### src/rtl/mops_map.svh
// Register map constants of the output phase sync block
`ifndef MOPS_MAP_SVH
`define MOPS_MAP_SVH
`define MOPS_SYNC_MODE_OFS 12'h01E
`define MOPS_REF_DIV_OFS 12'h020
`define MOPS_CLK_GATES_OFS 12'h02D
`define MOPS_REF_CFG_OFS 12'h030
`define MOPS_SYNC_CFG_OFS 12'h053
`define MOPS_TIMED_BIT 5
`define MOPS_REF_RST_BIT 6
`define MOPS_REALIGN_BIT 7
`define MOPS_SWREQ_BIT 0
`define MOPS_DIV_REF_CLK_BIT 6
`define MOPS_REFSEL_BIT 5
`define MOPS_SYNCSEL_BIT 5
`define MOPS_RATIO_MSB 5
`define MOPS_REG_RST 8'h00
`define MOPS_RATIO_RST 8'h01
`define MOPS_RELEASE_CYC 4'h2
`endif

### src/rtl/mops_pkg.sv
// Types of the output phase sync block
`default_nettype none
package mops_pkg;
    typedef logic [11:0] mops_addr_t;
    typedef logic [7:0] mops_byte_t;
    typedef enum logic [1:0] {
        MOPS_IDLE = 2'h0,
        MOPS_HOLD = 2'h1,
        MOPS_RELEASE = 2'h3,
        MOPS_ALIGNED = 2'h2
    } mops_state_e;
endpackage
`default_nettype wire

### src/rtl/mops_sync_ctrl.sv
// Multichip output phase sync control with its register bytes
`include "mops_map.svh"
`default_nettype none
module mops_sync_ctrl (
    input wire logic clk_in,
    input wire logic nrst_in,
    input wire logic wr_en_in,
    input wire mops_pkg::mops_addr_t addr_in,
    input wire mops_pkg::mops_byte_t wdata_in,
    input wire logic sync_pin_in,
    input wire logic ref_run_in,
    input wire logic freq_change_in,
    output mops_pkg::mops_byte_t rdata_out,
    output logic div_reset_out,
    output logic align_done_out,
    output logic sync_lvds_sel_out,
    output logic ref_type_sel_out,
    output logic divided_ref_clock_enable_out,
    output logic [5:0] ref_ratio_out
);
    import mops_pkg::*;

    mops_byte_t mode_q, mode_d, ratio_q, ratio_d, gates_q, gates_d;
    mops_byte_t refc_q, refc_d, syncc_q, syncc_d, rdata_q, rdata_d;
    mops_state_e st_q, st_d;
    logic pin_q, pin_d, run_q, run_d, dvr_q, dvr_d, done_q, done_d;
    logic [3:0] cnt_q, cnt_d;
    logic timed, ref_rst_en, realign_en, swreq;

    // Byte read decode
    function automatic mops_byte_t rd_mux(input mops_addr_t a,
        input mops_byte_t m, input mops_byte_t r, input mops_byte_t g,
        input mops_byte_t c, input mops_byte_t s);
        case (a)
            `MOPS_SYNC_MODE_OFS: rd_mux = m;
            `MOPS_REF_DIV_OFS: rd_mux = r;
            `MOPS_CLK_GATES_OFS: rd_mux = g;
            `MOPS_REF_CFG_OFS: rd_mux = c;
            `MOPS_SYNC_CFG_OFS: rd_mux = s;
            default: rd_mux = 8'h00;
        endcase
    endfunction

    assign timed = mode_q[`MOPS_TIMED_BIT];
    assign ref_rst_en = mode_q[`MOPS_REF_RST_BIT];
    assign realign_en = mode_q[`MOPS_REALIGN_BIT];
    assign swreq = mode_q[`MOPS_SWREQ_BIT];

    // Register writes and read data
    always_comb begin
        mode_d = mode_q;
        ratio_d = ratio_q;
        gates_d = gates_q;
        refc_d = refc_q;
        syncc_d = syncc_q;
        if (wr_en_in) begin
            case (addr_in)
                `MOPS_SYNC_MODE_OFS: mode_d = wdata_in;
                `MOPS_REF_DIV_OFS: ratio_d = {2'h0, wdata_in[5:0]};
                `MOPS_CLK_GATES_OFS: gates_d = wdata_in;
                `MOPS_REF_CFG_OFS: refc_d = wdata_in;
                `MOPS_SYNC_CFG_OFS: syncc_d = wdata_in;
                default: ;
            endcase
        end
        rdata_d = rd_mux(addr_in, mode_q, ratio_q, gates_q, refc_q,
            syncc_q);
    end

    always_ff @(posedge clk_in or negedge nrst_in) begin
        if (!nrst_in) begin
            mode_q <= `MOPS_REG_RST;
            ratio_q <= `MOPS_RATIO_RST;
            gates_q <= `MOPS_REG_RST;
            refc_q <= `MOPS_REG_RST;
            syncc_q <= `MOPS_REG_RST;
            rdata_q <= `MOPS_REG_RST;
        end else begin
            mode_q <= mode_d;
            ratio_q <= ratio_d;
            gates_q <= gates_d;
            refc_q <= refc_d;
            syncc_q <= syncc_d;
            rdata_q <= rdata_d;
        end
    end

    // Sequencer next state
    always_comb begin
        st_d = st_q;
        cnt_d = cnt_q;
        done_d = done_q;
        dvr_d = 1'b0;
        pin_d = sync_pin_in;
        run_d = ref_run_in;
        case (st_q)
            MOPS_IDLE: begin
                if (timed && ref_rst_en && sync_pin_in && !pin_q) begin
                    st_d = MOPS_HOLD;
                    dvr_d = 1'b1;
                    done_d = 1'b0;
                end else if (!timed && ref_rst_en && swreq &&
                             ref_run_in && !run_q) begin
                    st_d = MOPS_RELEASE;
                    dvr_d = 1'b1;
                    cnt_d = `MOPS_RELEASE_CYC;
                    done_d = 1'b0;
                end else if (freq_change_in && !realign_en) begin
                    done_d = 1'b0;
                end
            end
            MOPS_HOLD: begin
                dvr_d = 1'b1;
                if (!sync_pin_in) begin
                    st_d = MOPS_RELEASE;
                    cnt_d = `MOPS_RELEASE_CYC;
                end
            end
            MOPS_RELEASE: begin
                dvr_d = 1'b1;
                cnt_d = cnt_q - 4'h1;
                if (cnt_q == 4'h1) begin
                    st_d = MOPS_ALIGNED;
                    dvr_d = 1'b0;
                    done_d = 1'b1;
                end
            end
            MOPS_ALIGNED: begin
                if (timed || !swreq) begin
                    st_d = MOPS_IDLE;
                end
            end
            default: st_d = MOPS_IDLE;
        endcase
    end

    always_ff @(posedge clk_in or negedge nrst_in) begin
        if (!nrst_in) begin
            st_q <= MOPS_IDLE;
            cnt_q <= 4'h0;
            pin_q <= 1'b0;
            // Running reference level, so no false restart after reset
            run_q <= 1'b1;
            dvr_q <= 1'b0;
            done_q <= 1'b0;
        end else begin
            st_q <= st_d;
            cnt_q <= cnt_d;
            pin_q <= pin_d;
            run_q <= run_d;
            dvr_q <= dvr_d;
            done_q <= done_d;
        end
    end

    // Outputs from flops
    assign rdata_out = rdata_q;
    assign div_reset_out = dvr_q;
    assign align_done_out = done_q;
    assign sync_lvds_sel_out = syncc_q[`MOPS_SYNCSEL_BIT];
    assign ref_type_sel_out = refc_q[`MOPS_REFSEL_BIT];
    assign divided_ref_clock_enable_out = gates_q[`MOPS_DIV_REF_CLK_BIT];
    assign ref_ratio_out = ratio_q[`MOPS_RATIO_MSB:0];

    // Assertions beside the sequencer and register logic

    a_rise_holds: assert property (
        @(posedge clk_in) disable iff (!nrst_in)
        st_q == MOPS_IDLE && timed && ref_rst_en && sync_pin_in && !pin_q
        |=> div_reset_out)
        else $error("rise did not reset");

    a_hold_stays: assert property (
        @(posedge clk_in) disable iff (!nrst_in)
        st_q == MOPS_HOLD && sync_pin_in
        |=> st_q == MOPS_HOLD && div_reset_out)
        else $error("hold left early");

    a_fall_release: assert property (
        @(posedge clk_in) disable iff (!nrst_in)
        st_q == MOPS_HOLD && !sync_pin_in
        |=> ##2 st_q == MOPS_ALIGNED)
        else $error("fall did not release");

    a_req_restart: assert property (
        @(posedge clk_in) disable iff (!nrst_in)
        st_q == MOPS_IDLE && !timed && ref_rst_en && swreq && ref_run_in
        && !run_q |=> div_reset_out ##2 align_done_out)
        else $error("request not aligned");

    a_req_waits: assert property (
        @(posedge clk_in) disable iff (!nrst_in)
        st_q == MOPS_ALIGNED && !timed && swreq
        |=> st_q == MOPS_ALIGNED && !div_reset_out)
        else $error("left aligned early");

    a_timed_sel: assert property (
        @(posedge clk_in) disable iff (!nrst_in)
        st_q == MOPS_IDLE && !timed && sync_pin_in && !pin_q
        |=> st_q != MOPS_HOLD)
        else $error("pin used in request mode");

    a_rst_enable: assert property (
        @(posedge clk_in) disable iff (!nrst_in)
        st_q == MOPS_IDLE && !ref_rst_en
        |=> !div_reset_out)
        else $error("reset without enable");

    a_lvds_sel: assert property (
        @(posedge clk_in) disable iff (!nrst_in)
        wr_en_in && addr_in == `MOPS_SYNC_CFG_OFS |=>
        sync_lvds_sel_out == $past(wdata_in[`MOPS_SYNCSEL_BIT]))
        else $error("sync select wrong");

    a_ratio_six: assert property (
        @(posedge clk_in) disable iff (!nrst_in)
        wr_en_in && addr_in == `MOPS_REF_DIV_OFS |=>
        ref_ratio_out == $past(wdata_in[`MOPS_RATIO_MSB:0]) && ratio_q[7:6] == 2'h0)
        else $error("ratio wrong");

    a_gate_bit: assert property (
        @(posedge clk_in) disable iff (!nrst_in)
        wr_en_in && addr_in == `MOPS_CLK_GATES_OFS |=>
        divided_ref_clock_enable_out ==
        $past(wdata_in[`MOPS_DIV_REF_CLK_BIT]))
        else $error("gate wrong");

    a_ref_type: assert property (
        @(posedge clk_in) disable iff (!nrst_in)
        wr_en_in && addr_in == `MOPS_REF_CFG_OFS |=>
        ref_type_sel_out == $past(wdata_in[`MOPS_REFSEL_BIT]))
        else $error("ref type wrong");

    a_keep_phase: assert property (
        @(posedge clk_in) disable iff (!nrst_in)
        align_done_out && realign_en && freq_change_in && st_q == MOPS_IDLE
        && !(timed || swreq) |=> align_done_out)
        else $error("phase lost");

    a_done_drop: assert property (
        @(posedge clk_in) disable iff (!nrst_in)
        st_q == MOPS_IDLE && freq_change_in && !realign_en && !timed
        && !swreq |=> !align_done_out)
        else $error("status not dropped");

    // Timed sync reaches aligned
    c_timed: cover property (@(posedge clk_in) disable iff (!nrst_in)
        st_q == MOPS_HOLD ##[1:20] st_q == MOPS_ALIGNED);
    // Request sync reaches aligned
    c_request: cover property (@(posedge clk_in) disable iff (!nrst_in)
        !timed && st_q == MOPS_RELEASE ##2 align_done_out);
    // Nonzero read data in the cycle after a write, taken from the register values before that write
    c_readback: cover property (@(posedge clk_in) disable iff (!nrst_in)
        wr_en_in ##1 rdata_out != 8'h00);
    // Status kept across a frequency change
    c_keep_phase: cover property (@(posedge clk_in) disable iff (!nrst_in)
        align_done_out && realign_en && freq_change_in ##1 align_done_out);
    // Pin pulse seen outside timed mode
    c_pin_refused: cover property (@(posedge clk_in) disable iff (!nrst_in)
        st_q == MOPS_IDLE && !timed && sync_pin_in && !pin_q);
endmodule // mops_sync_ctrl
`default_nettype wire

### config.mk
export PLATFORM = sky130hd
export DESIGN_NAME = mops_sync_ctrl
export DESIGN_NICKNAME = d
export VERILOG_FILES = /design/src/rtl/mops_pkg.sv /design/src/rtl/mops_sync_ctrl.sv
export VERILOG_INCLUDE_DIRS = /design/src /design/src/rtl
export SDC_FILE = /design/constraint.sdc
export NUM_CORES = 1
export LEC_CHECK = 0
export BUFFER_PORTS_ARGS = -buffer_cell sky130_fd_sc_hd__clkbuf_2
export CORE_MARGIN = 1.5
export CORE_UTILIZATION = 55
export DETAILED_ROUTE_END_ITERATION = 10
export PLACE_DENSITY = 0.74
export SYNTH_ARGS = -nofsm -noshare
export SYNTH_HDL_FRONTEND = slang
export SYNTH_SLANG_ARGS = --single-unit
### constraint.sdc
create_clock -name clk_in -period 2.2 [get_ports clk_in]
set_input_delay 0.44 -clock clk_in [delete_from_list [all_inputs] [get_ports clk_in]]
set_output_delay 0.44 -clock clk_in [all_outputs]
set_load 0.05 [all_outputs]
After elaboration in Yosys (flattened, before gate mapping):

Cells that the tools add are included.

* bits in registers: 56
* input port bits: 26
* output and inout port bits: 19
* logic and storage cells: 74

* $add $sub $neg: 1
* equal/unequal tests: 16
* mux-type cells: 20
* reduce and logical (&&, ||, !) cells: 25

Operators with widths (count)
* 8-bit one-hot mux with 5 select lines: 1
* 12-bit by 6-bit equality test with 1-bit output, second input constant: 3
* 12-bit by 5-bit equality test with 1-bit output, second input constant: 1
* 12-bit by 7-bit equality test with 1-bit output, second input constant: 1
* 4-bit 2-to-1 mux: 3
* 4-bit one-hot mux with 3 select lines: 1
* 2-bit 2-to-1 mux: 5
* 2-bit inequality test, second input constant: 5
* 2-bit AND reduction: 5
* 1-bit logical AND: 8
* 2-bit one-hot mux with 4 select lines: 1
* 4-bit AND reduction: 2
* 1-bit 2-to-1 mux: 7
* 1-bit logical NOT: 5
* 2-bit equality test, second input constant: 2
* 4-bit by 1-bit equality test with 1-bit output, second input constant: 1
* 4-bit inequality test, second input constant: 1
* 4-bit by 1-bit subtractor with 4-bit output, second input constant: 1
* 3-bit inequality test, second input constant: 1
* 1-bit one-hot mux with 3 select lines: 1
* 3-bit AND reduction: 1
* 3-bit nonzero test: 1
* 2-bit by 1-bit equality test with 1-bit output, second input constant: 1
* 2-bit logical NOT: 1
* 3 further kinds: 3

Logic depth before layout (Yosys ltp):

* depth in word-level cells: 8
* mapped depth: 6
* gate-level depth less buffers: 6

Worst setup path before layout:

No wires, ideal clock.

* path kind: input to register
* start point: in addr_in[9]
* end point: reg mode_q[0]
* setup time: 125 ps
* arrival: 1502 ps
* required time: 2075 ps
* slack: 573 ps
* stages: 4
* buffers on the path: 0
* cells stage by stage: nor4_4 -> and3_1 -> nand2_2 -> mux2_2

* longest elaborated chain between the ends: 2

Ends and longest elaborated chain
* start, declared: line mops_sync_ctrl.sv:8 `input wire mops_pkg::mops_addr_t addr_in,`
* 12-bit by 5-bit equality test with 1-bit output: line mops_sync_ctrl.sv:57 `case (addr_in)`
* 2-bit AND reduction (no line)
* end signal, assigned: line mops_sync_ctrl.sv:72 `` mode_q <= `MOPS_REG_RST; ``
* end signal, assigned: line mops_sync_ctrl.sv:79 `mode_q <= mode_d;`
* end, declared: line mops_sync_ctrl.sv:23 `mops_byte_t mode_q, mode_d, ratio_q, ratio_d, gates_q, gates_d;`

No other way between the ends.
A chain may end at the register's enable or synchronous reset.

Worst setup path after layout:

* start point: reg cnt_q[1]
* end point: reg done_q, in the netlist align_done_out

* longest elaborated chain between the ends: 3

Ends and longest elaborated chain
* start, declared: line mops_sync_ctrl.sv:27 `logic [3:0] cnt_q, cnt_d;`
* start signal, assigned: line mops_sync_ctrl.sv:148 `cnt_q <= cnt_d;`
* 4-bit by 1-bit equality test with 1-bit output: line mops_sync_ctrl.sv:122 `if (cnt_q == 4'h1) begin`
* 2-bit inequality test (no line)
* 3-bit AND reduction (no line)
* end signal, assigned: line mops_sync_ctrl.sv:152 `done_q <= done_d;`
* end, declared: line mops_sync_ctrl.sv:26 `logic pin_q, pin_d, run_q, run_d, dvr_q, dvr_d, done_q, done_d;`

No other way between the ends.

==> run_results.csv <==
group,metric,value,unit
clock_tree,clk_path_buf_depth,2,
synth,number_of_synthesized_register_bits,56,
synth,synth_enable_flop_cells,0,
synth,synth_top_cell_by_area,"sky130_fd_sc_hd__dfrtp_1",
finish,multi_input_comb_area,1150,um2
finish,fillers,337,
global_route,vias_in_the_first_global_route,1781,
finish,post_route_cells_drive_above_1_share,42.5,%
global_route,antenna_violations_before_repair,0,
clock_tree,cts_htree_levels,2,
finish,fin_nets,279,
worst_setup_path,critical_path_arrival,1.85,ns
synth,post_synth_main_area_contributors,"sky130_fd_sc_hd__dfrtp_1 (52%), sky130_fd_sc_hd__mux2_2 (17%), sky130_fd_sc_hd__a22oi_1 (4.3%), sky130_fd_sc_hd__ha_1 (3.4%), sky130_fd_sc_hd__dfstp_2 (2.0%)",
placed_design,place_congestion,0.866,
clock_tree,root_buffer,"sky130_fd_sc_hd__clkbuf_8",
synth,synth_sequential_area_ratio,53.7,%
clock_tree,cts_buffers,5,
sta,rsz0062_at_grt,"no",
sta,tns,0,ns
route,drc,0,
floorplanning,initial_utilization,58.4,%
clock_tree,clock_sink_count,56,
sta,final-max-slew-violation-count,0,
placed_design,dpl-instance-area,2900,um2
worst_setup_path,setup.reg_to_reg.worst_slack,0.55,ns
floorplanning,die_height,71.9,um
worst_setup_path,cp-startpoint,"cnt_q[1]",
finish,layout-area-overhead-vs-synth,14.5,%
synth,mappedNetlistArea,2610,um2
floorplanning,core_region_area,4470,um2
run,number_of_violations_of_the_max_capacitance_limit,0,
sta,final_setup_skew,0.00394,ns
clock_tree,cts.clk_slew.worst_paths,0.09,ns
global_route,gr-usage-all-layers,22.9,%
power_and_ir_drop,vdd_drop_max,567,uV
finish,antenna_cell_count,0,
finish,ff_latch_area,1400,um2
power_and_ir_drop,pwr_density_cell,775,nW/um2
synth,async_flop_share,100,%
placed_design,portBuffers,44,
power_and_ir_drop,leakagePower,1.51,nW
finish,finalNonFillerCells,299,
sta,clock.fmax,605,MHz
worst_setup_path,end_kind,"flip-flop",
worst_setup_path,worstPathRequired,2.40,ns
global_route,first_pass_grt_wire_length,8910,um
synth,synth_warnings,0,
global_route,grt_overflow_total,0,
worst_setup_path,critPathCapture,"align_done_out",
finish,most-common-layout-cells,"sky130_fd_sc_hd__dfrtp_1 (54), sky130_fd_sc_hd__clkbuf_2 (44), sky130_fd_sc_hd__mux2_2 (39), sky130_fd_sc_hd__a22oi_1 (15)",
clock_tree,tritoncts_clock_tree,"built",
route,route.detailed.vias_per_inst,6.04,
floorplanning,floorplan.rows,24,
sta,finalSetupViolations,0,
synth,mappedNetlistNets,228,
sta,fin_worst_hold_slack,0.239,ns
placed_design,dp_slack,0.309,ns
sta,timing.final.ws_setup,0.546,ns
route,drt_pre_antenna_iters,4,
hold_path,timing.hold.worst.class,"in2reg",
route,vias,1806,
finish,layout.cell_area.non_filler,2990,um2
clock_tree,worst_skew_pair.late_latency,0.31,ns
floorplanning,top_level_ports,45,
worst_setup_path,rr_worst_depth,6,
sta,report.final.hold_viol_count,0,
placed_design,placed_cells_incl_taps,291,
synth,avgSynthCellArea,13.4,um2
worst_setup_path,critical_path.reg2reg.startpoint,"cnt_q[1]",
floorplanning,design.die.area,5170,um2
synth,synth_top_cell_area_share,51.7,%
route,wl_per_cell,18.2,um
worst_setup_path,timing.critical_path.fanout_max,3,
clock_tree,post_cts.resized_instances,0,
clock_tree,cts.repair_timing.setup_buffer_count,0,
sta,finalCriticalPeriod,1.65,ns
placed_design,detailed_place_hpwl,3880,um
floorplanning,die_boundary_width,71.9,um
route,drt_iter0_markers,122,
sta,worst_max_slew_pin_slew,0.671,ns
route,wirelength,5430,um
synth,count_of_mapped_cells_out_of_synthesis,195,
route,detail-route-antenna-nets,0,
finish,utilization,66.9,%
synth,synth_top_flop_cell,"sky130_fd_sc_hd__dfrtp_1",
synth,ys_types,40,
worst_setup_path,worstSetupPathType,"reg2reg",
worst_setup_path,r2r_end,"align_done_out",
power_and_ir_drop,totalPowerFinal,2.32,mW
clock_tree,hold_buffers,0,
global_route,largest_net_degree_at_the_start_of_global_routing,57,
sta,timing.final.crit_share,75.2,%
worst_setup_path,timing.critical_path.from_type,"flip-flop",
status,status,"finished clean",
finish,most_common_library_cell_in_the_layout_ignoring_fill_and_taps,"sky130_fd_sc_hd__dfrtp_1",
sta,slew-limit-headroom,55.2,%
==> where the power goes <==
group | switching (mW) | total [mW] | internal, mW
Combinational | 0.371 | 0.601 | 0.231
Clock | 0.318 | 0.576 | 0.258
Sequential | 0.0447 | 1.14 | 1.10
==> cell usage after synthesis (2+ instances only) <==
| library cell | n |
|---|---|
| sky130_fd_sc_hd__dfrtp_1 | 54 |
| sky130_fd_sc_hd__and3_1 | 3 |
| sky130_fd_sc_hd__o211ai_1 | 2 |
| sky130_fd_sc_hd__nor4_4 | 2 |
| sky130_fd_sc_hd__a31oi_1 | 2 |
| sky130_fd_sc_hd__o2bb2ai_1 | 2 |
| sky130_fd_sc_hd__mux2_2 | 39 |
| sky130_fd_sc_hd__a21oi_1 | 2 |
| sky130_fd_sc_hd__dfstp_2 | 2 |
| sky130_fd_sc_hd__nand2_2 | 2 |
| sky130_fd_sc_hd__nand2b_1 | 3 |
| sky130_fd_sc_hd__buf_4 | 3 |
| sky130_fd_sc_hd__a22oi_1 | 15 |
| sky130_fd_sc_hd__o21ai_0 | 9 |
| sky130_fd_sc_hd__nor2_1 | 2 |
| sky130_fd_sc_hd__o2111ai_1 | 3 |
| sky130_fd_sc_hd__mux2i_1 | 2 |
| sky130_fd_sc_hd__inv_1 | 9 |
| sky130_fd_sc_hd__a2bb2oi_1 | 6 |
| sky130_fd_sc_hd__ha_1 | 7 |
| sky130_fd_sc_hd__nand2_4 | 2 |
| sky130_fd_sc_hd__nor4bb_1 | 3 |
| sky130_fd_sc_hd__nand2_1 | 4 |
==> cell families (layout without fill, tap and decap cells) <==
kind of cell,after synthesis,count (layout),synth area share (%)
muxes,41,41,17.6
adders and majority gates,7,7,3.35
and+or+nand+nor,32,32,10.3
AOI/OAI and AO/OA,46,46,12.7
buffers and inverters,13,65,2.30
DFF,56,56,53.7
==> registers in the layout, summed over array words and instances (netlist names) <==
register	cells
align_done_out	1
cnt_q	4
div_reset_out	1
gates_q	8
mode_q	8
pin_q	1
ratio_q	6
rdata_out	8
refc_q	8
run_q	1
st_q	2
syncc_q	8
==> area by class of cell <==
| cell class | instances | share of cell area, % |
|---|---|---|
| flip-flops and latches | 56 | 46.9 |
| clock buffers | 8 | 3.01 |
| inverters | 9 | 1.13 |
| repair buffers | 48 | 8.36 |
| multi-input cells | 126 | 38.4 |
| well taps | 52 | 2.17 |
==> how the worst min path moves through the flow <==
stage | from | endpoint | slack [ns] | depth (start not counted)
6_report | ref_run_in | run_q | 0.24 | 1
5_1_grt | ref_run_in | run_q | 0.22 | 1
4_1_cts | ref_run_in | run_q | 0.23 | 1
3_5_place_dp | refc_q[1] | rdata_out[1] | 0.49 | 2
3_3_place_gp | refc_q[1] | rdata_out[1] | 0.49 | 2
2_1_floorplan | nrst_in | align_done_out | 0.14 | 0
==> per-layer routing <==
| metal | vias up | track usage (%) | part of all wire, % |
|---|---|---|---|
| met2 | 52 | 34.6 | 47 |
| li1 | 846 | - | - |
| met3 | 7 | 5.28 | 5.3 |
| met5 | - | 0 | 0 |
| met4 | 0 | 5.03 | 0.79 |
| met1 | 901 | 34.3 | 47 |
==> critical path, cell delays in order (launching register included) <==
cell,delay (ns)
sky130_fd_sc_hd__dfrtp_1,0.41
sky130_fd_sc_hd__inv_1,0.08
sky130_fd_sc_hd__ha_1,0.15
sky130_fd_sc_hd__inv_1,0.04
sky130_fd_sc_hd__o31ai_1,0.40
sky130_fd_sc_hd__o211ai_1,0.17
sky130_fd_sc_hd__mux2_2,0.30
No activity file was read; power rests on OpenSTA's default activity.
